==> src/pct_regs.svh <==
// Register map, field values and reset values of the pwm channel counter
// Behaviour
// - Eight-bit up counter used only for PWM
// - Overflow reloads count from reload register
// - Waveform keeps running in green mode
// - Mode bit 0 hands pin to waveform
// - Mode bits 2:1 pick period 256/64/32/16
// - Mode bit 3 picks instruction or oscillator
// - Instruction clock divides 256 down to 2
// - Oscillator clock divides 128 down to 1
// - Mode bit 7 starts and stops counter
// - Waveform on pin only with both enables
// - Each period starts high, ends low only if count steps onto reload
// - Output falls when count steps onto reload value
// - Overflow ends period, output rises again
// - Period changes apply from next reload
// - Clearing pin enable restores port control
// - All registers reset zero; reload write-only
`ifndef PCT_REGS_SVH
`define PCT_REGS_SVH

// ----------------------------------------------------------------
// Register indices and byte addresses
// ----------------------------------------------------------------
`define PCT_IDX_MODE 8'hA0
`define PCT_IDX_COUNT 8'hA1
`define PCT_IDX_RELOAD 8'hA2
`define PCT_ADDR_MODE ({2'h0, `PCT_IDX_MODE, 2'h0})
`define PCT_ADDR_COUNT ({2'h0, `PCT_IDX_COUNT, 2'h0})
`define PCT_ADDR_RELOAD ({2'h0, `PCT_IDX_RELOAD, 2'h0})

// ----------------------------------------------------------------
// Reset values, ranges and bus answers
// ----------------------------------------------------------------
`define PCT_RST_BYTE 8'h00
`define PCT_RES_256 2'h0
`define PCT_RES_64 2'h1
`define PCT_RES_32 2'h2
`define PCT_TOP_256 8'hFF
`define PCT_TOP_64 8'h3F
`define PCT_TOP_32 8'h1F
`define PCT_TOP_16 8'h0F
`define PCT_EXP_CPU 4'h8
`define PCT_EXP_HOSC 4'h7
`define PCT_RESP_OKAY 2'h0
`define PCT_RESP_SLVERR 2'h2
`define PCT_RDATA_ZERO 32'h00000000

`endif

==> src/pct_pkg.sv <==
// Types and shared functions of the pwm channel counter
`default_nettype none
`include "pct_regs.svh"
package pct_pkg;
    typedef struct packed {
        logic run_en;
        logic [2:0] rate;
        logic src_hosc;
        logic [1:0] res;
        logic pin_en;
    } pct_mode_s;

    typedef enum logic {
        PCT_BUS_IDLE = 1'b0,
        PCT_BUS_RESP = 1'b1
    } pct_bus_e;

    // Highest count of the selected resolution
    function automatic logic [7:0] pct_top(input logic [1:0] res);
        logic [7:0] top;
        top = `PCT_TOP_16;
        unique case (res)
            `PCT_RES_256: top = `PCT_TOP_256;
            `PCT_RES_64: top = `PCT_TOP_64;
            `PCT_RES_32: top = `PCT_TOP_32;
            default: top = `PCT_TOP_16;
        endcase
        return top;
    endfunction
endpackage
`default_nettype wire

==> src/pct_prescaler.sv <==
// Prescaler of the pwm channel counter: source select and power-of-two divider
`default_nettype none
`include "pct_regs.svh"
module pct_prescaler
    import pct_pkg::*;
(
    // Clock and reset
    input wire logic i_clock,
    input wire logic i_srst,
    // Settings
    input wire logic i_run,
    input wire logic i_src_hosc,
    input wire logic [2:0] i_rate,
    // Source ticks
    input wire logic i_cpu_tick,
    input wire logic i_hosc_tick,
    // Divided tick
    output logic o_tick
);
    logic [7:0] div_ff;
    logic tick_ff;
    wire logic src_tick;
    wire logic [3:0] div_exp;
    wire logic [7:0] div_mask;
    wire logic div_done;

    assign src_tick = i_src_hosc ? i_hosc_tick : i_cpu_tick;
    assign div_exp = i_src_hosc ? (`PCT_EXP_HOSC - {1'b0, i_rate}) : (`PCT_EXP_CPU - {1'b0, i_rate});
    assign div_mask = 8'((9'h001 << div_exp) - 9'h001);
    assign div_done = src_tick && ((div_ff & div_mask) == div_mask);

    // Divider restarts while stopped so every run begins on a full prescale period
    always_ff @(posedge i_clock) begin
        if (i_srst || !i_run) begin
            div_ff <= 8'h00;
            tick_ff <= 1'b0;
        end else begin
            div_ff <= src_tick ? 8'(div_ff + 8'h01) : div_ff;
            tick_ff <= div_done;
        end
    end

    assign o_tick = tick_ff;
endmodule
`default_nettype wire

==> src/pct_pin_mux.sv <==
// Shared port pin hand-over between port logic and the pwm waveform
`default_nettype none
module pct_pin_mux (
    // Clock and reset
    input wire logic i_clock,
    input wire logic i_srst,
    // Control
    input wire logic i_pin_en,
    input wire logic i_run,
    input wire logic i_wave,
    // Port logic drive
    input wire logic i_gpio_out,
    input wire logic i_gpio_oe,
    // Pin drive
    output logic o_pin_out,
    output logic o_pin_oe
);
    logic pin_out_ff;
    logic pin_oe_ff;
    wire logic nxt_pin_out;
    wire logic nxt_pin_oe;

    // Owned pin idles low while the counter is stopped
    assign nxt_pin_out = i_pin_en ? (i_run & i_wave) : i_gpio_out;
    assign nxt_pin_oe = i_pin_en ? 1'b1 : i_gpio_oe;

    always_ff @(posedge i_clock) begin
        if (i_srst) begin
            pin_out_ff <= 1'b0;
            pin_oe_ff <= 1'b0;
        end else begin
            pin_out_ff <= nxt_pin_out;
            pin_oe_ff <= nxt_pin_oe;
        end
    end

    assign o_pin_out = pin_out_ff;
    assign o_pin_oe = pin_oe_ff;
endmodule
`default_nettype wire

==> src/pct_top.sv <==
// PWM channel counter with its AXI4-Lite register slave
`default_nettype none
`include "pct_regs.svh"
module pct_top
    import pct_pkg::*;
(
    // Clock and reset
    input wire logic i_clock,
    input wire logic i_srst,
    // AXI4-Lite write address
    input wire logic i_awvalid,
    output logic o_awready,
    input wire logic [11:0] i_awaddr,
    // AXI4-Lite write data
    input wire logic i_wvalid,
    output logic o_wready,
    input wire logic [31:0] i_wdata,
    input wire logic [3:0] i_wstrb,
    // AXI4-Lite write response
    output logic o_bvalid,
    input wire logic i_bready,
    output logic [1:0] o_bresp,
    // AXI4-Lite read address
    input wire logic i_arvalid,
    output logic o_arready,
    input wire logic [11:0] i_araddr,
    // AXI4-Lite read data
    output logic o_rvalid,
    input wire logic i_rready,
    output logic [31:0] o_rdata,
    output logic [1:0] o_rresp,
    // Prescaler sources from clock generation
    input wire logic i_cpu_tick,
    input wire logic i_hosc_tick,
    // Port logic drive of the shared pin
    input wire logic i_gpio_out,
    input wire logic i_gpio_oe,
    // Shared pin drive
    output logic o_pin_out,
    output logic o_pin_oe
);
    // ----------------------------------------------------------------
    // Declarations
    // ----------------------------------------------------------------
    pct_mode_s mode_ff;
    logic [7:0] count_ff;
    logic [7:0] reload_ff;
    logic pwm_ff;
    logic [1:0] act_res_ff;
    logic [2:0] act_rate_ff;
    logic act_src_ff;

    pct_bus_e wr_state_ff;
    pct_bus_e rd_state_ff;
    logic awready_ff;
    logic wready_ff;
    logic aw_got_ff;
    logic w_got_ff;
    logic [11:0] aw_addr_ff;
    logic [31:0] w_data_ff;
    logic [3:0] w_strb_ff;
    logic bvalid_ff;
    logic [1:0] bresp_ff;
    logic arready_ff;
    logic rvalid_ff;
    logic [31:0] rdata_ff;
    logic [1:0] rresp_ff;

    wire logic pre_tick;

    // ----------------------------------------------------------------
    // Write channel decode
    // ----------------------------------------------------------------
    wire logic aw_take;
    wire logic w_take;
    wire logic aw_have;
    wire logic w_have;
    wire logic do_write;
    wire logic [11:0] wr_addr;
    wire logic [7:0] wr_byte;
    wire logic wr_lane0;
    wire logic wr_hit_mode;
    wire logic wr_hit_count;
    wire logic wr_hit_reload;
    wire logic wr_mapped;
    wire logic b_done;
    wire pct_bus_e nxt_wr_state;
    wire logic nxt_aw_got;
    wire logic nxt_w_got;

    assign aw_take = i_awvalid & awready_ff;
    assign w_take = i_wvalid & wready_ff;
    assign aw_have = aw_got_ff | aw_take;
    assign w_have = w_got_ff | w_take;
    assign do_write = aw_have & w_have & (wr_state_ff == PCT_BUS_IDLE);
    assign wr_addr = aw_got_ff ? aw_addr_ff : i_awaddr;
    assign wr_byte = w_got_ff ? w_data_ff[7:0] : i_wdata[7:0];
    assign wr_lane0 = w_got_ff ? w_strb_ff[0] : i_wstrb[0];
    assign wr_hit_mode = do_write & (wr_addr == `PCT_ADDR_MODE);
    assign wr_hit_count = do_write & (wr_addr == `PCT_ADDR_COUNT);
    assign wr_hit_reload = do_write & (wr_addr == `PCT_ADDR_RELOAD);
    assign wr_mapped = wr_hit_mode | wr_hit_count | wr_hit_reload;
    assign b_done = bvalid_ff & i_bready;
    assign nxt_wr_state = do_write ? PCT_BUS_RESP : (b_done ? PCT_BUS_IDLE : wr_state_ff);
    assign nxt_aw_got = aw_have & ~do_write;
    assign nxt_w_got = w_have & ~do_write;

    // ----------------------------------------------------------------
    // Write channel registers
    // ----------------------------------------------------------------
    always_ff @(posedge i_clock) begin
        if (i_srst) begin
            wr_state_ff <= PCT_BUS_IDLE;
            awready_ff <= 1'b0;
            wready_ff <= 1'b0;
            aw_got_ff <= 1'b0;
            w_got_ff <= 1'b0;
            bvalid_ff <= 1'b0;
            bresp_ff <= `PCT_RESP_OKAY;
        end else begin
            wr_state_ff <= nxt_wr_state;
            awready_ff <= (nxt_wr_state == PCT_BUS_IDLE) & ~nxt_aw_got;
            wready_ff <= (nxt_wr_state == PCT_BUS_IDLE) & ~nxt_w_got;
            aw_got_ff <= nxt_aw_got;
            w_got_ff <= nxt_w_got;
            bvalid_ff <= do_write | (bvalid_ff & ~i_bready);
            bresp_ff <= do_write ? (wr_mapped ? `PCT_RESP_OKAY : `PCT_RESP_SLVERR) : bresp_ff;
        end
    end

    // Payload holders need no reset: they are read only behind the got flags
    always_ff @(posedge i_clock) begin
        aw_addr_ff <= aw_take ? i_awaddr : aw_addr_ff;
        w_data_ff <= w_take ? i_wdata : w_data_ff;
        w_strb_ff <= w_take ? i_wstrb : w_strb_ff;
    end

    // ----------------------------------------------------------------
    // Read channel
    // ----------------------------------------------------------------
    wire logic ar_take;
    wire logic r_done;
    wire pct_bus_e nxt_rd_state;
    wire logic rd_hit_mode;
    wire logic rd_hit_count;
    wire logic rd_hit_reload;
    wire logic [31:0] rd_word;

    assign ar_take = i_arvalid & arready_ff;
    assign r_done = rvalid_ff & i_rready;
    assign nxt_rd_state = ar_take ? PCT_BUS_RESP : (r_done ? PCT_BUS_IDLE : rd_state_ff);
    assign rd_hit_mode = (i_araddr == `PCT_ADDR_MODE);
    assign rd_hit_count = (i_araddr == `PCT_ADDR_COUNT);
    assign rd_hit_reload = (i_araddr == `PCT_ADDR_RELOAD);
    // Reload register is write-only and reads back as zero
    assign rd_word = rd_hit_mode ? {24'h000000, mode_ff} :
                     rd_hit_count ? {24'h000000, count_ff} : `PCT_RDATA_ZERO;

    always_ff @(posedge i_clock) begin
        if (i_srst) begin
            rd_state_ff <= PCT_BUS_IDLE;
            arready_ff <= 1'b0;
            rvalid_ff <= 1'b0;
            rdata_ff <= `PCT_RDATA_ZERO;
            rresp_ff <= `PCT_RESP_OKAY;
        end else begin
            rd_state_ff <= nxt_rd_state;
            arready_ff <= (nxt_rd_state == PCT_BUS_IDLE);
            rvalid_ff <= ar_take | (rvalid_ff & ~i_rready);
            rdata_ff <= ar_take ? rd_word : rdata_ff;
            if (ar_take) begin
                rresp_ff <= (rd_hit_mode | rd_hit_count | rd_hit_reload) ? `PCT_RESP_OKAY : `PCT_RESP_SLVERR;
            end
        end
    end

    // ----------------------------------------------------------------
    // Counter and waveform
    // ----------------------------------------------------------------
    wire logic sw_count_wr;
    wire logic run;
    wire logic [7:0] top;
    wire logic [7:0] count_inc;
    wire logic step;
    wire logic ovf;
    wire logic duty_hit;
    wire logic take_settings;
    wire logic [7:0] nxt_count;
    wire logic nxt_pwm;

    assign sw_count_wr = wr_hit_count & wr_lane0;
    assign run = mode_ff.run_en;
    assign top = pct_top(act_res_ff);
    assign count_inc = 8'(count_ff + 8'h01);
    // No sleep gating: the counter keeps stepping while the core idles in green mode
    assign step = run & pre_tick;
    assign ovf = step & ((count_ff & top) == top);
    assign duty_hit = step & ~ovf & ((count_inc & top) == (reload_ff & top));
    assign take_settings = ~run | ovf;
    // A software write to the count wins over the counter's own update
    assign nxt_count = sw_count_wr ? wr_byte : ovf ? reload_ff : step ? count_inc : count_ff;
    assign nxt_pwm = (~run | ovf) ? 1'b1 : duty_hit ? 1'b0 : pwm_ff;

    always_ff @(posedge i_clock) begin
        if (i_srst) begin
            mode_ff <= pct_mode_s'(`PCT_RST_BYTE);
            count_ff <= `PCT_RST_BYTE;
            reload_ff <= `PCT_RST_BYTE;
            pwm_ff <= 1'b1;
            act_res_ff <= `PCT_RES_256;
            act_rate_ff <= 3'h0;
            act_src_ff <= 1'b0;
        end else begin
            mode_ff <= (wr_hit_mode & wr_lane0) ? pct_mode_s'(wr_byte) : mode_ff;
            count_ff <= nxt_count;
            reload_ff <= (wr_hit_reload & wr_lane0) ? wr_byte : reload_ff;
            pwm_ff <= nxt_pwm;
            act_res_ff <= take_settings ? mode_ff.res : act_res_ff;
            act_rate_ff <= take_settings ? mode_ff.rate : act_rate_ff;
            act_src_ff <= take_settings ? mode_ff.src_hosc : act_src_ff;
        end
    end

    // ----------------------------------------------------------------
    // Submodules
    // ----------------------------------------------------------------
    pct_prescaler u_prescaler (
        .i_clock(i_clock),
        .i_srst(i_srst),
        .i_run(run),
        .i_src_hosc(act_src_ff),
        .i_rate(act_rate_ff),
        .i_cpu_tick(i_cpu_tick),
        .i_hosc_tick(i_hosc_tick),
        .o_tick(pre_tick)
    );

    pct_pin_mux u_pin_mux (
        .i_clock(i_clock),
        .i_srst(i_srst),
        .i_pin_en(mode_ff.pin_en),
        .i_run(run),
        .i_wave(pwm_ff),
        .i_gpio_out(i_gpio_out),
        .i_gpio_oe(i_gpio_oe),
        .o_pin_out(o_pin_out),
        .o_pin_oe(o_pin_oe)
    );

    // ----------------------------------------------------------------
    // Outputs
    // ----------------------------------------------------------------
    assign o_awready = awready_ff;
    assign o_wready = wready_ff;
    assign o_bvalid = bvalid_ff;
    assign o_bresp = bresp_ff;
    assign o_arready = arready_ff;
    assign o_rvalid = rvalid_ff;
    assign o_rdata = rdata_ff;
    assign o_rresp = rresp_ff;
endmodule
`default_nettype wire

==> config.mk <==
export PLATFORM = sky130hd
export DESIGN_NAME = pct_top
export DESIGN_NICKNAME = d
export VERILOG_FILES = /design/src/pct_pkg.sv /design/src/pct_prescaler.sv /design/src/pct_pin_mux.sv /design/src/pct_top.sv
export VERILOG_INCLUDE_DIRS = /design/src
export SDC_FILE = /design/constraint.sdc
export NUM_CORES = 1
export LEC_CHECK = 0
export BUFFER_PORTS_ARGS = -buffer_cell sky130_fd_sc_hd__clkbuf_2
export CAP_MARGIN = 20
export CORE_MARGIN = 2
export CORE_UTILIZATION = 53
export CTS_CLUSTER_SIZE = 40
export DETAILED_ROUTE_END_ITERATION = 10
export HOLD_SLACK_MARGIN = 0.1
export PLACE_DENSITY = 0.82
export REMOVE_ABC_BUFFERS = 1
export SYNTH_ARGS = -nofsm -noshare
export SYNTH_HDL_FRONTEND = slang
export SYNTH_SLANG_ARGS = --single-unit
==> constraint.sdc <==
create_clock -name i_clock -period 3.5 [get_ports i_clock]
set_clock_uncertainty 0.15 [all_clocks]
set_input_delay 0.35 -clock i_clock [delete_from_list [all_inputs] [get_ports i_clock]]
set_output_delay 0.35 -clock i_clock [all_outputs]
set_load 0.03 [all_outputs]
# Yosys cells after proc, flatten, opt, wreduce, memory -nomap -nowiden
# Cells that the tools add are included.
# op_classes
n_addsub	5
bitwise_logic	47
reduce_logical	6
muxes	19
n_eq_ne	11
shift	1
# ops
operator	count
equality test 12 x 10 -> 1 bit (second input constant)	6
2-to-1 mux 8 bit	6
bitwise AND 8 bit	4
bitwise AND 1 bit	24
equality test 8 bit	3
one-hot mux 8 bit (3 select lines)	1
adder 8 x 1 -> 8 bit (second input constant)	2
2-to-1 mux 12 bit	1
NOT 1 bit	10
bitwise OR 1 bit	9
2-to-1 mux 1 bit	8
<< shifter 1 x 4 -> 8 bit (first input constant)	1
subtractor 8 x 1 -> 8 bit (second input constant)	1
2-to-1 mux 2 bit	2
2-to-1 mux 4 bit	1
subtractor 3 x 3 -> 4 bit (first input constant)	1
subtractor 4 x 3 -> 4 bit (first input constant)	1
nonzero test 3 bit	1
equality test 2 x 1 -> 1 bit (second input constant)	1
equality test 2 bit (second input constant)	1
logical NOT 2 bit	1
OR reduction 2 bit	1
logical AND 1 bit	1
logical NOT 1 bit	1
logical OR 1 bit	1
# word_totals
output_inout_bits	43
wordCells	119
reg_bits	108
input_bits	71

# Longest topological paths before layout
# Gate-level depths: netlist of run 1.
# logic_depth
depth_word	8
depth_mapped	13
ltp_nobuf	12

# Cells and area by module
# A second synthesis of run 1 with hierarchy kept.
# unflattened
hier_cells	457
hier_area_um2	4541.9
# by_module_without_submodules
mod	instances	area_per_inst_um2	cells_per_inst	seq_area_each_um2
pct_top	1	3712.3	355	1631.6
pct_prescaler	1	762.0	95	180.2
pct_pin_mux	1	67.6	7	40.0

# Worst setup path before layout of run 1
# Ideal clock, no wire load.
# synth_path
path_type	register -> register
from	reg act_rate_ff[0]
to	reg u_prescaler.tick_ff (netlist: u_prescaler.o_tick)
setup_time_ns	0.086
n_path_buf	1
t_arrival_ns	2.236
setup_slack_ns	1.028
stages_incl_launch_ff	14
synth_period_minus_slack_ns	2.472
t_required_ns	3.264
cell_sequence	dfxtp_1 -> buf_2 -> inv_1 -> ha_1 -> nor2b_1 -> a21oi_1 -> nor4_1 -> a41oi_1 -> ha_1 -> nor2b_1 -> o21ai_0 -> o2111a_1 -> o221ai_1 -> a221oi_2
# synth_via
elab_chain_cells	7
word_cells_on_any_way	8
# synth_lines
item	line_no	rtl
from (decl)	pct_top.sv:50	logic [2:0] act_rate_ff;
from (signal assigned)	pct_top.sv:219	act_rate_ff <= take_settings ? mode_ff.rate : act_rate_ff;
subtractor 4 x 3 -> 4 bit (no source line) / subtractor 3 x 3 -> 4 bit (equally long branches)	n/a	
2-to-1 mux 4 bit *	pct_prescaler.sv:28	assign div_exp = i_src_hosc ? (`PCT_EXP_HOSC - {1'b0, i_rate}) : (`PCT_EXP_CPU - {1'b0, i_rate});
<< shifter 1 x 4 -> 8 bit *	pct_prescaler.sv:29	assign div_mask = 8'((9'h001 << div_exp) - 9'h001);
subtractor 8 x 1 -> 8 bit *	pct_prescaler.sv:29	
bitwise AND 8 bit	pct_prescaler.sv:30	assign div_done = src_tick && ((div_ff & div_mask) == div_mask);
equality test 8 bit *	pct_prescaler.sv:30	
logical AND 1 bit *	pct_prescaler.sv:30	
to (signal assigned)	pct_prescaler.sv:39	tick_ff <= div_done;
to (decl)	pct_prescaler.sv:21	logic tick_ff;
# Every way passes the cells marked *; elsewhere a longest branch is shown, timed or not.
# A chain may end at the register's enable or synchronous reset.

# Final worst setup path of run 1
# Same ends and word-level chain as after synthesis.

==> load_flow_metrics.sql, run 1 <==
INSERT INTO impl_metrics (metric_group, metric, value, unit) VALUES
('worst_hold_path', 'hold-path-cell-count', '3', ''),
('worst_hold_path', 'min_path_type', 'primary input to flip-flop', ''),
('clocking', 'cts_max_path_buffers', '2', ''),
('timing', 'worst-slew-pin-transition', '0.684', 'ns'),
('clocking', 'cts-hold-fix-buffers', '23', ''),
('critical_path', 'timing.critical_path.required', '3.62', 'ns'),
('critical_path', 'reg2reg_slack', '0.63', 'ns'),
('power', 'power.clock.fraction', '38.7', '%'),
('floorplanning', 'die_span_in_x', '94.9', 'um'),
('placement', 'pre_cts_ws', '0.687', 'ns'),
('timing', 'max_freq', '349', 'MHz'),
('grt', 'global_route_wire_length_before_repair', '15000', 'um'),
('critical_path', 'worstReg2RegStart', 'act_rate_ff[0]$_SDFFE_PP0P_', ''),
('critical_path', 'worstPathMaxFanout', '11', ''),
('worst_hold_path', 'worst_hold_path.endpoint', 'o_rvalid$_SDFF_PP0_', ''),
('floorplanning', 'num_io_pins', '114', ''),
('run_status', 'outcome', 'finished, final reports clean', ''),
('synthesis', 'ys_top_cells_by_count', '61 x dfxtp_1, 60 x nor2_1, 26 x buf_4, 22 x a21oi_1, 21 x edfxtp_1', ''),
('clocking', 'cts_buffers', '9', ''),
('timing', 'slew_headroom', '54.3', '%'),
('floorplanning', 'fp.dieArea', '9010', 'um^2'),
('placement', 'place.detailed.hpwl', '6160', 'um'),
('clocking', 'post-cts-setup-buffers', '0', ''),
('layout', 'post-route-util', '62.4', '%'),
('layout', 'flow.area_growth_from_synthesis', '15.3', '%'),
('critical_path', 'cp-start-kind', 'flip-flop', ''),
('route', 'routed_wirelength', '8990', 'um'),
('timing', 'grt_setup_unrepaired', 'no', ''),
('floorplanning', 'initial_utilization', '54.1', '%'),
('layout', 'antenna_cells_inserted', '0', ''),
('floorplanning', 'fp.coreArea', '8090', 'um^2'),
('layout', 'area_of_the_multi_input_gates', '2250', 'um^2'),
('grt', 'grt_pass1_vias', '3178', ''),
('timing', 'holdWs', '0.113', 'ns'),
('clocking', 'cts.repair.resized', '0', ''),
('timing', 'timing.final.hold_violations', '0', ''),
('synthesis', 'synth-warning-count', '0', ''),
('grt', 'maximum_number_of_pins_on_one_net_before_global_route_repair', '53', ''),
('grt', 'antenna_found_initial', '0', ''),
('clocking', 'clock_latency', '0.36', 'ns'),
('synthesis', 'synth-seq-area-share', '42.3', '%'),
('placement', 'placement.io_buffers', '60', ''),
('power', 'power-per-cell-area', '395', 'nW/um^2'),
('layout', 'num-nets-final', '595', ''),
('synthesis', 'yosys_register_bits', '82', ''),
('worst_hold_path', 'hp-start', 'i_rready', ''),
('synthesis', 'post-synth-top-area-fraction', '27.9', '%'),
('power', 'max-vdd-ir-drop', '0.000297', 'V'),
('grt', 'grt.overflow.total', '0', ''),
('timing', 'setup-violations-final', '0', ''),
('power', 'pwr-share-comb', '10.1', '%'),
('layout', 'seq_area', '1850', 'um^2'),
('synthesis', 'yosys.cell_count.top_type', 'dfxtp_1', ''),
('route', 'initialDrtViolationCount', '155', ''),
('critical_path', 'critPathKind', 'flip-flop to flip-flop', ''),
('route', 'ant_nets', '0', ''),
('floorplanning', 'std_cell_rows', '33', ''),
('synthesis', 'synth-edff-count', '21', ''),
('job', 'number_of_maximum_capacitance_constraint_violations', '0', ''),
('clocking', 'tritoncts_clock_tree', 'yes', ''),
('synthesis', 'top_cells_by_area_in_the_synthesized_netlist', 'dfxtp_1 28%, edfxtp_1 14%, nor2_1 5.1%', ''),
('timing', 'worst_slack', '0.631', 'ns'),
('power', 'switching_power', '0.503', 'mW'),
('synthesis', 'yosysUniqueCellTypes', '65', ''),
('timing', 'final-max-slew-violation-count', '0', ''),
('synthesis', 'syn-cell-area', '4380', 'um^2'),
('synthesis', 'postSynth.topFlopCell', 'dfxtp_1', ''),
('synthesis', 'synth.largest_area_cell', 'dfxtp_1', ''),
('placement', 'place_congestion', '0.927', ''),
('clocking', 'clkTransAtPathRegs', '0.08', 'ns'),
('grt', 'grt.total_usage', '21.0', '%');
critical path, cell delays in order, from the launching register on:
cell      delay [ns]
dfxtp_1         0.53
inv_1           0.14
ha_1            0.31
nor2b_1         0.18
a21oi_1         0.06
nor4_1          0.30
a41oi_1         0.09
ha_1            0.28
nor2b_1         0.14
o21ai_0         0.08
o2111a_1        0.21
o221ai_1        0.13
a221oi_2        0.19
logic make-up (layout without fill, tap and decap cells):
logic type               after synthesis  in the layout  synth area share [%]
AND/OR/NAND/NOR                      154            154                  19.2
AO/OA/AOI/OAI                         91             91                  16.2
flip-flops                            82             82                  42.3
buffers and inverters                 64            113                  8.54
multiplexers                          36             36                  8.74
XOR/XNOR                              19             19                  3.80
adder cells (fa/ha/maj)                4              4                  1.14
other                                  1             26                0.0856
cell type report:
| cell class | instances | area share (%) |
|---|---|---|
| Tap cell | 105 | 2.60 |
| Sequential cell | 82 | 36.7 |
| Clock inverter | 4 | 1.07 |
| Clock buffer | 12 | 3.50 |
| Inverter | 13 | 0.967 |
| Multi-Input combinational cell | 330 | 44.5 |
| Timing Repair Buffer | 84 | 10.7 |
sequential cells by signal, indices dropped and copies added (netlist names), 2 cells and up:
signal              flops
u_prescaler.div_ff      8
act_rate_ff             3
count_ff                8
reload_ff               8
mode_ff                 7
act_res_ff              2
aw_addr_ff             12
w_data_ff               8
o_rdata                 8
through the flow:
step / instances / power (mW) / instance area, um^2
2_1_floorplan: 425 / 1.15 / 4150
3_3_place_gp: 591 / 1.21 / 4590
3_5_place_dp: 591 / 1.22 / 4590
4_1_cts: 630 / 2.00 / 5050
5_1_grt: 630 / 2.07 / 5050
6_report: 630 / 1.99 / 5050
layout by cell type, fill, tap and decap left out, types with 7 or more instances in the layout:
cell / netlist / final
dfxtp_1: 61 / 61
xor2_1: 8 / 8
clkbuf_8: 0 / 11
nand3_1: 16 / 16
a21oi_1: 22 / 22
nor2_1: 60 / 60
clkbuf_2: 0 / 60
dlygate4sd3_1: 0 / 23
a211oi_1: 8 / 8
a22oi_1: 10 / 10
mux2i_1: 18 / 18
edfxtp_1: 21 / 21
inv_1: 13 / 13
mux2_2: 18 / 18
xnor2_1: 11 / 11
conb_1: 1 / 26
and3_1: 8 / 8
nand2_1: 18 / 18
o21ai_0: 8 / 8
nor3_1: 7 / 7
power by group through the flow:
stage / Sequential, mW / Combinational, mW / Clock [mW]
2_1_floorplan: 1.06 / 0.0988 / 0
3_3_place_gp: 1.04 / 0.175 / 0
3_5_place_dp: 1.04 / 0.178 / 0
4_1_cts: 1.02 / 0.200 / 0.780
5_1_grt: 1.02 / 0.218 / 0.825
6_report: 1.02 / 0.202 / 0.770
metal layers:
metal | track usage, % | routed length, um | vias to the layer above | share of wire [%]
met4 | 7.13 | 182 | 0 | 2.0
met3 | 3.43 | 293 | 21 | 3.3
met2 | 34.8 | 4310 | 76 | 48
li1 | - | - | 1716 | -
met1 | 27.7 | 4200 | 1599 | 47
met5 | 0 | 0 | - | 0
worst max path at each step:
| stage | from | end | slack (ns) | cells past startpoint |
|---|---|---|---|---|
| 3_5_place_dp | act_rate_ff[0]$_SDFFE_PP0P_ | u_prescaler.o_tick$_SDFF_PP0_ | 0.69 | 12 |
| 2_1_floorplan | act_rate_ff[0]$_SDFFE_PP0P_ | u_prescaler.o_tick$_SDFF_PP0_ | 1.01 | 12 |
| 3_3_place_gp | act_rate_ff[0]$_SDFFE_PP0P_ | u_prescaler.o_tick$_SDFF_PP0_ | 0.76 | 12 |
| 5_1_grt | act_rate_ff[0]$_SDFFE_PP0P_ | u_prescaler.o_tick$_SDFF_PP0_ | 0.38 | 12 |
| 4_1_cts | act_rate_ff[0]$_SDFFE_PP0P_ | u_prescaler.o_tick$_SDFF_PP0_ | 0.63 | 12 |
| 6_report | act_rate_ff[0]$_SDFFE_PP0P_ | u_prescaler.o_tick$_SDFF_PP0_ | 0.63 | 12 |
(Power assumes the default switching activity.)
==> run 2: changes to the inputs <==
- clock period: 3.5 -> 2.71 ns (I/O delays scaled with it)
==> run 2 against run 1 <==
Net effect: wire length increased by 3.5%; power increased by 24%; first-iteration DRC count increased by 9.0%; register-to-register slack got worse by 0.39 ns; sequential power increased by 29%; flip-flop and latch count unchanged; worst hold slack improved by 0.059 ns; maximum frequency increased by 16%; critical path type unchanged; highest routed layer unchanged.
==> load_flow_metrics.sql, run 2 (synthesis results as in run 1) <==
INSERT INTO impl_metrics (metric_group, metric, value, unit) VALUES
('run_status', 'outcome', 'finished, final reports clean', ''),
('clocking', 'clkTransAtPathRegs', '0.08', 'ns'),
('layout', 'final_cell_mix', '61 x dfxtp_1, 60 x clkbuf_2, 59 x nor2_1', ''),
('layout', 'antenna_cells_inserted', '0', ''),
('floorplanning', 'num_io_pins', '114', ''),
('grt', 'grt.total_usage', '21.6', '%'),
('grt', 'gr-usage-met3', '2.71', '%'),
('timing', 'setup-violations-final', '0', ''),
('floorplanning', 'std_cell_rows', '33', ''),
('clocking', 'cts_max_path_buffers', '2', ''),
('worst_hold_path', 'min_path_type', 'primary input to flip-flop', ''),
('placement', 'placement.io_buffers', '60', ''),
('floorplanning', 'dieHeight', '94.9', 'um'),
('floorplanning', 'fp.dieArea', '9010', 'um^2'),
('critical_path', 'critical_path.slowest_cell', 'ha_1', ''),
('critical_path', 'critPathKind', 'flip-flop to flip-flop', ''),
('critical_path', 'cp_num_buf_inv', '1', ''),
('floorplanning', 'initial_utilization', '54.1', '%'),
('route', 'routed_wirelength', '9300', 'um'),
('critical_path', 'worstPathMaxFanout', '5', ''),
('route', 'detailedRoute.firstPassIterationCount', '4', ''),
('layout', 'num-nets-final', '606', ''),
('timing', 'max_freq', '405', 'MHz'),
('critical_path', 'cp_cell_sequence', 'inv_1 > ha_1 > nor2b_1 > nor2_2 > o21ai_0 > ha_1 > nor2b_1 > o21ai_0 > o2111a_1 > o221ai_1 > a221oi_2', ''),
('timing', 'setup_total_negative_slack', '0', 'ns'),
('clocking', 'cts-root-buf', 'clkbuf_8', ''),
('placement', 'placement.cell_area', '4640', 'um^2'),
('clocking', 'clock_latency', '0.36', 'ns'),
('grt', 'grt_util_met2', '36.2', '%'),
('timing', 'timing.final.hold_violations', '0', ''),
('clocking', 'htreeDepth', '3', ''),
('critical_path', 'reg2reg_slack', '0.24', 'ns'),
('route', 'ant_nets', '0', ''),
('layout', 'post_route_cells_drive_above_1_share', '22.8', '%'),
('critical_path', 'timing.critical_path.required', '2.82', 'ns'),
('job', 'number_of_maximum_capacitance_constraint_violations', '0', ''),
('critical_path', 'cpLargestDelayFamily', 'compound AO/OA/AOI/OAI gates', ''),
('clocking', 'clock-sinks', '82', ''),
('timing', 'final-max-slew-violation-count', '0', ''),
('route', 'post_drt_via_cell_ratio', '5.52', ''),
('grt', 'grt.overflow.total', '0', ''),
('layout', 'flow.area_growth_from_synthesis', '16.7', '%'),
('route', 'via_count', '3536', ''),
('timing', 'grt_setup_unrepaired', 'no', ''),
('power', 'power-per-cell-area', '484', 'nW/um^2'),
('placement', 'place.detailed.hpwl', '6470', 'um'),
('route', 'initialDrtViolationCount', '169', ''),
('power', 'total_leakage_power', '1.98', 'nW'),
('layout', 'post-route-util', '63.1', '%'),
('critical_path', 'critical_path.max_stage_delay', '0.36', 'ns'),
('power', 'max-vdd-ir-drop', '0.000389', 'V'),
('grt', 'global_route_wire_length_before_repair', '15300', 'um'),
('grt', 'grt-busiest-layer', 'met2', ''),
('placement', 'dpl.cell_count', '598', ''),
('layout', 'largest-register', 'aw_addr_ff', ''),
('critical_path', 'critical_path.endpoint_type', 'flip-flop', ''),
('grt', 'antenna_found_initial', '0', ''),
('timing', 'worst-slew-pin-transition', '0.634', 'ns'),
('clocking', 'tritoncts_clock_tree', 'yes', ''),
('grt', 'grtUsageMet1', '27.8', '%'),
('timing', 'timing.final.crit_period', '2.47', 'ns'),
('timing', 'slew_headroom', '57.7', '%'),
('layout', 'final-instance-count-excl-fill', '641', ''),
('route', 'drc', '0', ''),
('grt', 'grt_pass1_vias', '3352', ''),
('timing', 'layout_worst_path_cycle_share', '91.0', '%'),
('grt', 'maximum_number_of_pins_on_one_net_before_global_route_repair', '53', ''),
('critical_path', 'cp_data_arrival_time', '2.58', 'ns'),
('clocking', 'cts_buffers', '9', ''),
('clocking', 'post-cts-setup-buffers', '0', ''),
('power', 'p_total', '2.47', 'mW'),
('layout', 'design_area', '5110', 'um^2'),
('layout', 'mostFrequentLayoutCell', 'dfxtp_1', ''),
('route', 'route.detailed.wl_per_inst', '14.5', 'um'),
('critical_path', 'cp-start-kind', 'flip-flop', ''),
('layout', 'largest_register_ffs', '12', ''),
('floorplanning', 'die_span_in_x', '94.9', 'um'),
('placement', 'place_congestion', '0.923', ''),
('floorplanning', 'fp.coreArea', '8090', 'um^2');
-- run 2: changes by cell type in the layout (fill, tap and decap cells not counted), sizes merged --
cell,before,now
buf,1,8
inv,15,14
dlygate4sd3,23,27
clkinvlp,0,1
-- run 2: per-layer routing --
layer  up-vias  part of all wire, %
met5         -                    0
met4         0                  2.2
met3        19                  3.7
met2        81                   50
met1      1683                   44
li1       1753                    -
-- run 2: path summary, 6_finish.rpt --
| path | cells past startpoint | startpoint | to |
|---|---|---|---|
| worst min register to register | 2 | rd_state_ff$_SDFF_PP0_ | rd_state_ff$_SDFF_PP0_ |
| worst max register to register | 11 | act_rate_ff[0]$_SDFFE_PP0P_ | u_prescaler.o_tick$_SDFF_PP0_ |
| worst min-delay path | 4 | i_awvalid | w_got_ff$_SDFF_PP0_ |
| worst max-delay path | 11 | act_rate_ff[0]$_SDFFE_PP0P_ | u_prescaler.o_tick$_SDFF_PP0_ |
-- run 2: layout make-up --
class	count	area, um^2
fillers	667	2980
multi-input cells	330	2250
flip-flops and latches	82	1850
repair buffers	95	631
clock buffers	12	145
well taps	105	131
clock inverters	4	51.3
inverters	13	48.8
-- run 2: stage by stage --
stage / worst slack, ns / hold WS, ns
5_1_grt: 0.00465 / 0.192
4_1_cts: 0.229 / 0.144
3_3_place_gp: 0.319 / 0.301
6_report: 0.244 / 0.172
2_1_floorplan: 0.216 / 0.186
3_5_place_dp: 0.268 / 0.311
-- run 2: worst register-to-register path, stage by stage, from the launching register on --
cell and delay (ns):
dfxtp_1 0.33, inv_1 0.07, ha_1 0.36, nor2b_1 0.20, nor2_2 0.19, o21ai_0 0.11
ha_1 0.23, nor2b_1 0.14, o21ai_0 0.08, o2111a_1 0.21, o221ai_1 0.13, a221oi_2 0.19
-- run 2: power breakdown --
| part | leakage (nW) | switching, mW | internal, mW |
|---|---|---|---|
| Sequential | 0.688 | 0.0247 | 1.29 |
| Combinational | 1.19 | 0.169 | 0.0966 |
| Clock | 0.0970 | 0.435 | 0.454 |
| Total | 1.98 | 0.628 | 1.84 |
-- run 2: timing repair --
item,CTS,global route
hold buffers,27,0
endpoints found under the setup margin,0,1
endpoints found under the hold margin,28,0
resized for setup,0,1
==> run 3: changes to the inputs <==
- CORE_UTILIZATION: 53 -> 55
- CTS_BUF_LIST: not set -> sky130_fd_sc_hd__clkbuf_4
- PLACE_DENSITY: 0.82 -> 0.84
- SYNTH_HIERARCHICAL: not set -> 1
==> run 3 against run 2 <==
Net effect: the flow now finishes with violations (negative setup slack); worst hold slack worse by 0.068 ns; clock-buffer cell count is 3 lower; register-to-register slack got worse by 0.24 ns; non-clock buffer count increased by 20; utilization increased by 3.7 points; wire length up 14%; via count grew 5.8%; global-route usage up 2.9 points; synthesized cell count increased by 1.3%; clock power fell by 8.4%; power is 2.0% lower; largest cell class unchanged; largest power group unchanged.
==> load_flow_metrics.sql, run 3 <==
INSERT INTO impl_metrics (metric_group, metric, value, unit) VALUES
('clocking', 'clkTransAtPathRegs', '0.13', 'ns'),
('synthesis', 'post-synth-top-area-fraction', '26.9', '%'),
('layout', 'flow.area_growth_from_synthesis', '19.1', '%'),
('layout', 'fillCellCount', '652', ''),
('power', 'power.clock.fraction', '33.6', '%'),
('critical_path', 'cp-start-kind', 'flip-flop', ''),
('grt', 'maximum_number_of_pins_on_one_net_before_global_route_repair', '53', ''),
('critical_path', 'crit_end', 'u_prescaler/o_tick$_SDFF_PP0_', ''),
('power', 'sequentialPowerShare', '54.3', '%'),
('power', 'power_switching_share', '26.8', '%'),
('timing', 'holdWs', '0.104', 'ns'),
('timing', 'layout_worst_path_cycle_share', '100', '%'),
('clocking', 'clock_latency', '0.45', 'ns'),
('critical_path', 'timing.critical_path.required', '2.89', 'ns'),
('grt', 'grt.total_usage', '24.5', '%'),
('grt', 'grt.overflow.total', '0', ''),
('synthesis', 'syn-cell-area', '4540', 'um^2'),
('route', 'route.detailed.wl_per_inst', '15.9', 'um'),
('synthesis', 'per_instance_average_area_after_synthesis', '9.94', 'um^2'),
('grt', 'grt_pass1_vias', '3529', ''),
('power', 'intPower', '1.77', 'mW'),
('clocking', 'cts-root-buf', 'clkbuf_4', ''),
('critical_path', 'reg2reg_slack', '-0.001', 'ns'),
('layout', 'seq_area', '1850', 'um^2'),
('clocking', 'htreeDepth', '3', ''),
('timing', 'worst-slew-pin-transition', '0.711', 'ns'),
('placement', 'pre_cts_ws', '-0.0364', 'ns'),
('timing', 'max_freq', '369', 'MHz'),
('timing', 'timing.final.crit_period', '2.71', 'ns'),
('placement', 'placement.io_buffers', '60', ''),
('timing', 'slew_headroom', '52.4', '%'),
('job', 'number_of_maximum_capacitance_constraint_violations', '0', ''),
('synthesis', 'cells_after_synthesis', '457', ''),
('layout', 'post_route_cells_drive_above_1_share', '28.8', '%'),
('layout', 'final_cell_mix', '62 x nor2_1, 60 x clkbuf_2, 59 x dfxtp_1', ''),
('layout', 'mostFrequentLayoutCell', 'nor2_1', ''),
('critical_path', 'worstPathMaxFanout', '8', ''),
('run_status', 'violations', 'negative setup slack', ''),
('timing', 'setup_total_negative_slack', '-0.00101', 'ns'),
('synthesis', 'yosys_register_bits', '82', ''),
('layout', 'num-nets-final', '632', ''),
('critical_path', 'worstReg2RegStart', 'act_rate_ff[0]$_SDFFE_PP0P_', ''),
('floorplanning', 'fp.dieArea', '9000', 'um^2'),
('timing', 'worst_slack', '-0.00101', 'ns'),
('synthesis', 'yosys.cell_count.top_type', 'nor2_1', ''),
('clocking', 'tritoncts_clock_tree', 'yes', ''),
('floorplanning', 'std_cell_rows', '33', ''),
('grt', 'global_route_wire_length_before_repair', '16800', 'um'),
('worst_hold_path', 'min_path_type', 'primary input to flip-flop', ''),
('floorplanning', 'die_span_in_x', '94.9', 'um'),
('timing', 'final-max-slew-violation-count', '0', ''),
('timing', 'timing.final.hold_violations', '0', ''),
('power', 'pwr-share-comb', '12.0', '%'),
('synthesis', 'ys_async_sr_fraction', '0', '%'),
('clocking', 'cts_max_path_buffers', '2', ''),
('placement', 'place_congestion', '0.830', ''),
('layout', 'antenna_cells_inserted', '0', ''),
('layout', 'largest-register', 'aw_addr_ff', ''),
('placement', 'place.detailed.hpwl', '7110', 'um'),
('synthesis', 'synth-seq-area-share', '40.8', '%'),
('floorplanning', 'num_io_pins', '114', ''),
('synthesis', 'synth-warning-count', '6', ''),
('floorplanning', 'initial_utilization', '56.1', '%'),
('critical_path', 'critical_path.endpoint_type', 'flip-flop', ''),
('route', 'initialDrtViolationCount', '271', ''),
('power', 'switching_power', '0.648', 'mW'),
('floorplanning', 'dieHeight', '94.9', 'um'),
('layout', 'area_of_the_multi_input_gates', '2410', 'um^2'),
('critical_path', 'cp_data_arrival_time', '2.89', 'ns'),
('critical_path', 'worstReg2RegEnd', 'u_prescaler/o_tick$_SDFF_PP0_', ''),
('timing', 'setup-violations-final', '1', ''),
('critical_path', 'critPathKind', 'flip-flop to flip-flop', ''),
('synthesis', 'postSynth.topFlopCell', 'dfxtp_1', ''),
('synthesis', 'ys_top_cells_by_count', '62 x nor2_1, 61 x dfxtp_1, 30 x buf_4, 26 x a21oi_1, 23 x mux2i_1', ''),
('synthesis', 'top_cells_by_area_in_the_synthesized_netlist', 'dfxtp_1 27%, edfxtp_1 14%, nor2_1 5.1%', ''),
('power', 'max-vdd-ir-drop', '0.000445', 'V'),
('run_status', 'outcome', 'finished, violations left', ''),
('power', 'total_leakage_power', '2.13', 'nW'),
('layout', 'largest_register_ffs', '12', ''),
('power', 'power-per-cell-area', '447', 'nW/um^2'),
('route', 'post_drt_via_cell_ratio', '5.61', ''),
('route', 'via_count', '3742', ''),
('route', 'routed_wirelength', '10600', 'um'),
('synthesis', 'yosysUniqueCellTypes', '70', ''),
('route', 'detailedRoute.firstPassIterationCount', '5', ''),
('clocking', 'clock-sinks', '82', ''),
('critical_path', 'timing.critical_path.from', 'act_rate_ff[0]$_SDFFE_PP0P_', ''),
('route', 'drc', '0', ''),
('route', 'ant_nets', '0', ''),
('synthesis', 'synth.largest_area_cell', 'dfxtp_1', ''),
('synthesis', 'synth-edff-count', '21', ''),
('floorplanning', 'fp.coreArea', '8090', 'um^2'),
('clocking', 'cts_buffers', '9', ''),
('timing', 'grt_setup_unrepaired', 'yes', ''),
('grt', 'antenna_found_initial', '0', ''),
('critical_path', 'cell_depth_of_the_worst_flop_to_flop_path', '10', '');
-- run 3: cell types whose count changed after synthesis, moves of 5 or more --
| cell | before | now |
|---|---|---|
| nand3_1 | 16 | 9 |
| a211oi_1 | 8 | 3 |
| nor2b_1 | 6 | 0 |
| a22oi_1 | 10 | 2 |
| mux2i_1 | 18 | 23 |
| mux2_2 | 18 | 9 |
| a2bb2oi_1 | 0 | 8 |
| clkbuf_1 | 15 | 7 |
| and3_1 | 8 | 3 |
| a211oi_2 | 5 | 11 |
-- run 3: kinds of logic after synthesis --
group	count (synthesis)	synth area share (%)
AO/OA/AOI/OAI	92	17.0
XOR/XNOR	26	5.32
adder cells (fa/ha/maj)	4	1.10
buffers and inverters	68	9.20
flip-flops	82	40.8
multiplexers	33	7.63
other	1	0.0826
AND/OR/NAND/NOR	151	18.9
-- run 3: critical path: stages (launching register included) --
cell and delay [ns]:
dfxtp_2 0.35, buf_4 0.16, or2_2 0.31, o41ai_2 0.25, a22oi_2 0.17, ha_4 0.20
xor2_1 0.14, or4_2 0.53, o311ai_1 0.11, a211o_1 0.19, a2111oi_4 0.04
-- run 3: power groups by stage --
stage | registers (mW) | logic (mW) | clock network [mW]
2_1_floorplan | 1.36 | 0.135 | 0
3_3_place_gp | 1.34 | 0.245 | 0
3_5_place_dp | 1.34 | 0.252 | 0
4_1_cts | 1.31 | 0.286 | 0.823
5_1_grt | 1.32 | 0.313 | 0.876
6_report | 1.32 | 0.291 | 0.814
-- run 3: layer usage --
metal | GRT usage (%) | up-vias | share of wire [%] | routed length, um
li1 | - | 1773 | - | -
met4 | 13.5 | 0 | 3.8 | 404
met1 | 31.0 | 1800 | 41 | 4360
met2 | 39.8 | 138 | 49 | 5240
met5 | 0 | - | 0 | 0
met3 | 3.91 | 31 | 5.6 | 590
-- run 3: timing repair --
action / 4_1_cts / 5_1_grt
setup buffers: 4 / 0
setup endpoints to repair: 1 / 1
gates resized for setup: 10 / 2
hold buffers: 29 / 0
pin swaps: 8 / 4
cloned: 0 / 0
hold endpoints to repair: 32 / 0
-- run 3: area by class of cell --
type,count,share of cell area (%)
clock buffer,9,1.25
clock inverter,7,1.71
inverter,17,1.18
multi-input combinational,332,44.6
sequential,82,34.3
tap,105,2.43
timing repair buffer,115,14.5
-- run 3: worst min path at each step --
stage / startpoint / to / slack (ns) / cells after the start
after floorplan: i_srst / count_ff[1]$_SDFFE_PP0P_ / 0.18 / 1
after global routing: i_cpu_tick / u_prescaler/div_ff[0]$_SDFFE_PP0P_ / 0.12 / 4
after detailed placement: rd_state_ff$_SDFF_PP0_ / rd_state_ff$_SDFF_PP0_ / 0.31 / 2
after CTS: i_cpu_tick / u_prescaler/div_ff[0]$_SDFFE_PP0P_ / 0.10 / 4
final: i_cpu_tick / u_prescaler/div_ff[0]$_SDFFE_PP0P_ / 0.10 / 4
after global placement: rd_state_ff$_SDFF_PP0_ / rd_state_ff$_SDFF_PP0_ / 0.30 / 2
-- run 3: per-stage QoR --
step | std cells | area, um^2 | util, % | total power [mW]
after global placement | 618 | 4880 | 60.3 | 1.58
after CTS | 667 | 5400 | 66.7 | 2.42
after floorplan | 431 | 4280 | - | 1.50
after detailed placement | 618 | 4880 | 60.3 | 1.59
final | 667 | 5410 | 66.9 | 2.42
after global routing | 667 | 5410 | 66.9 | 2.51
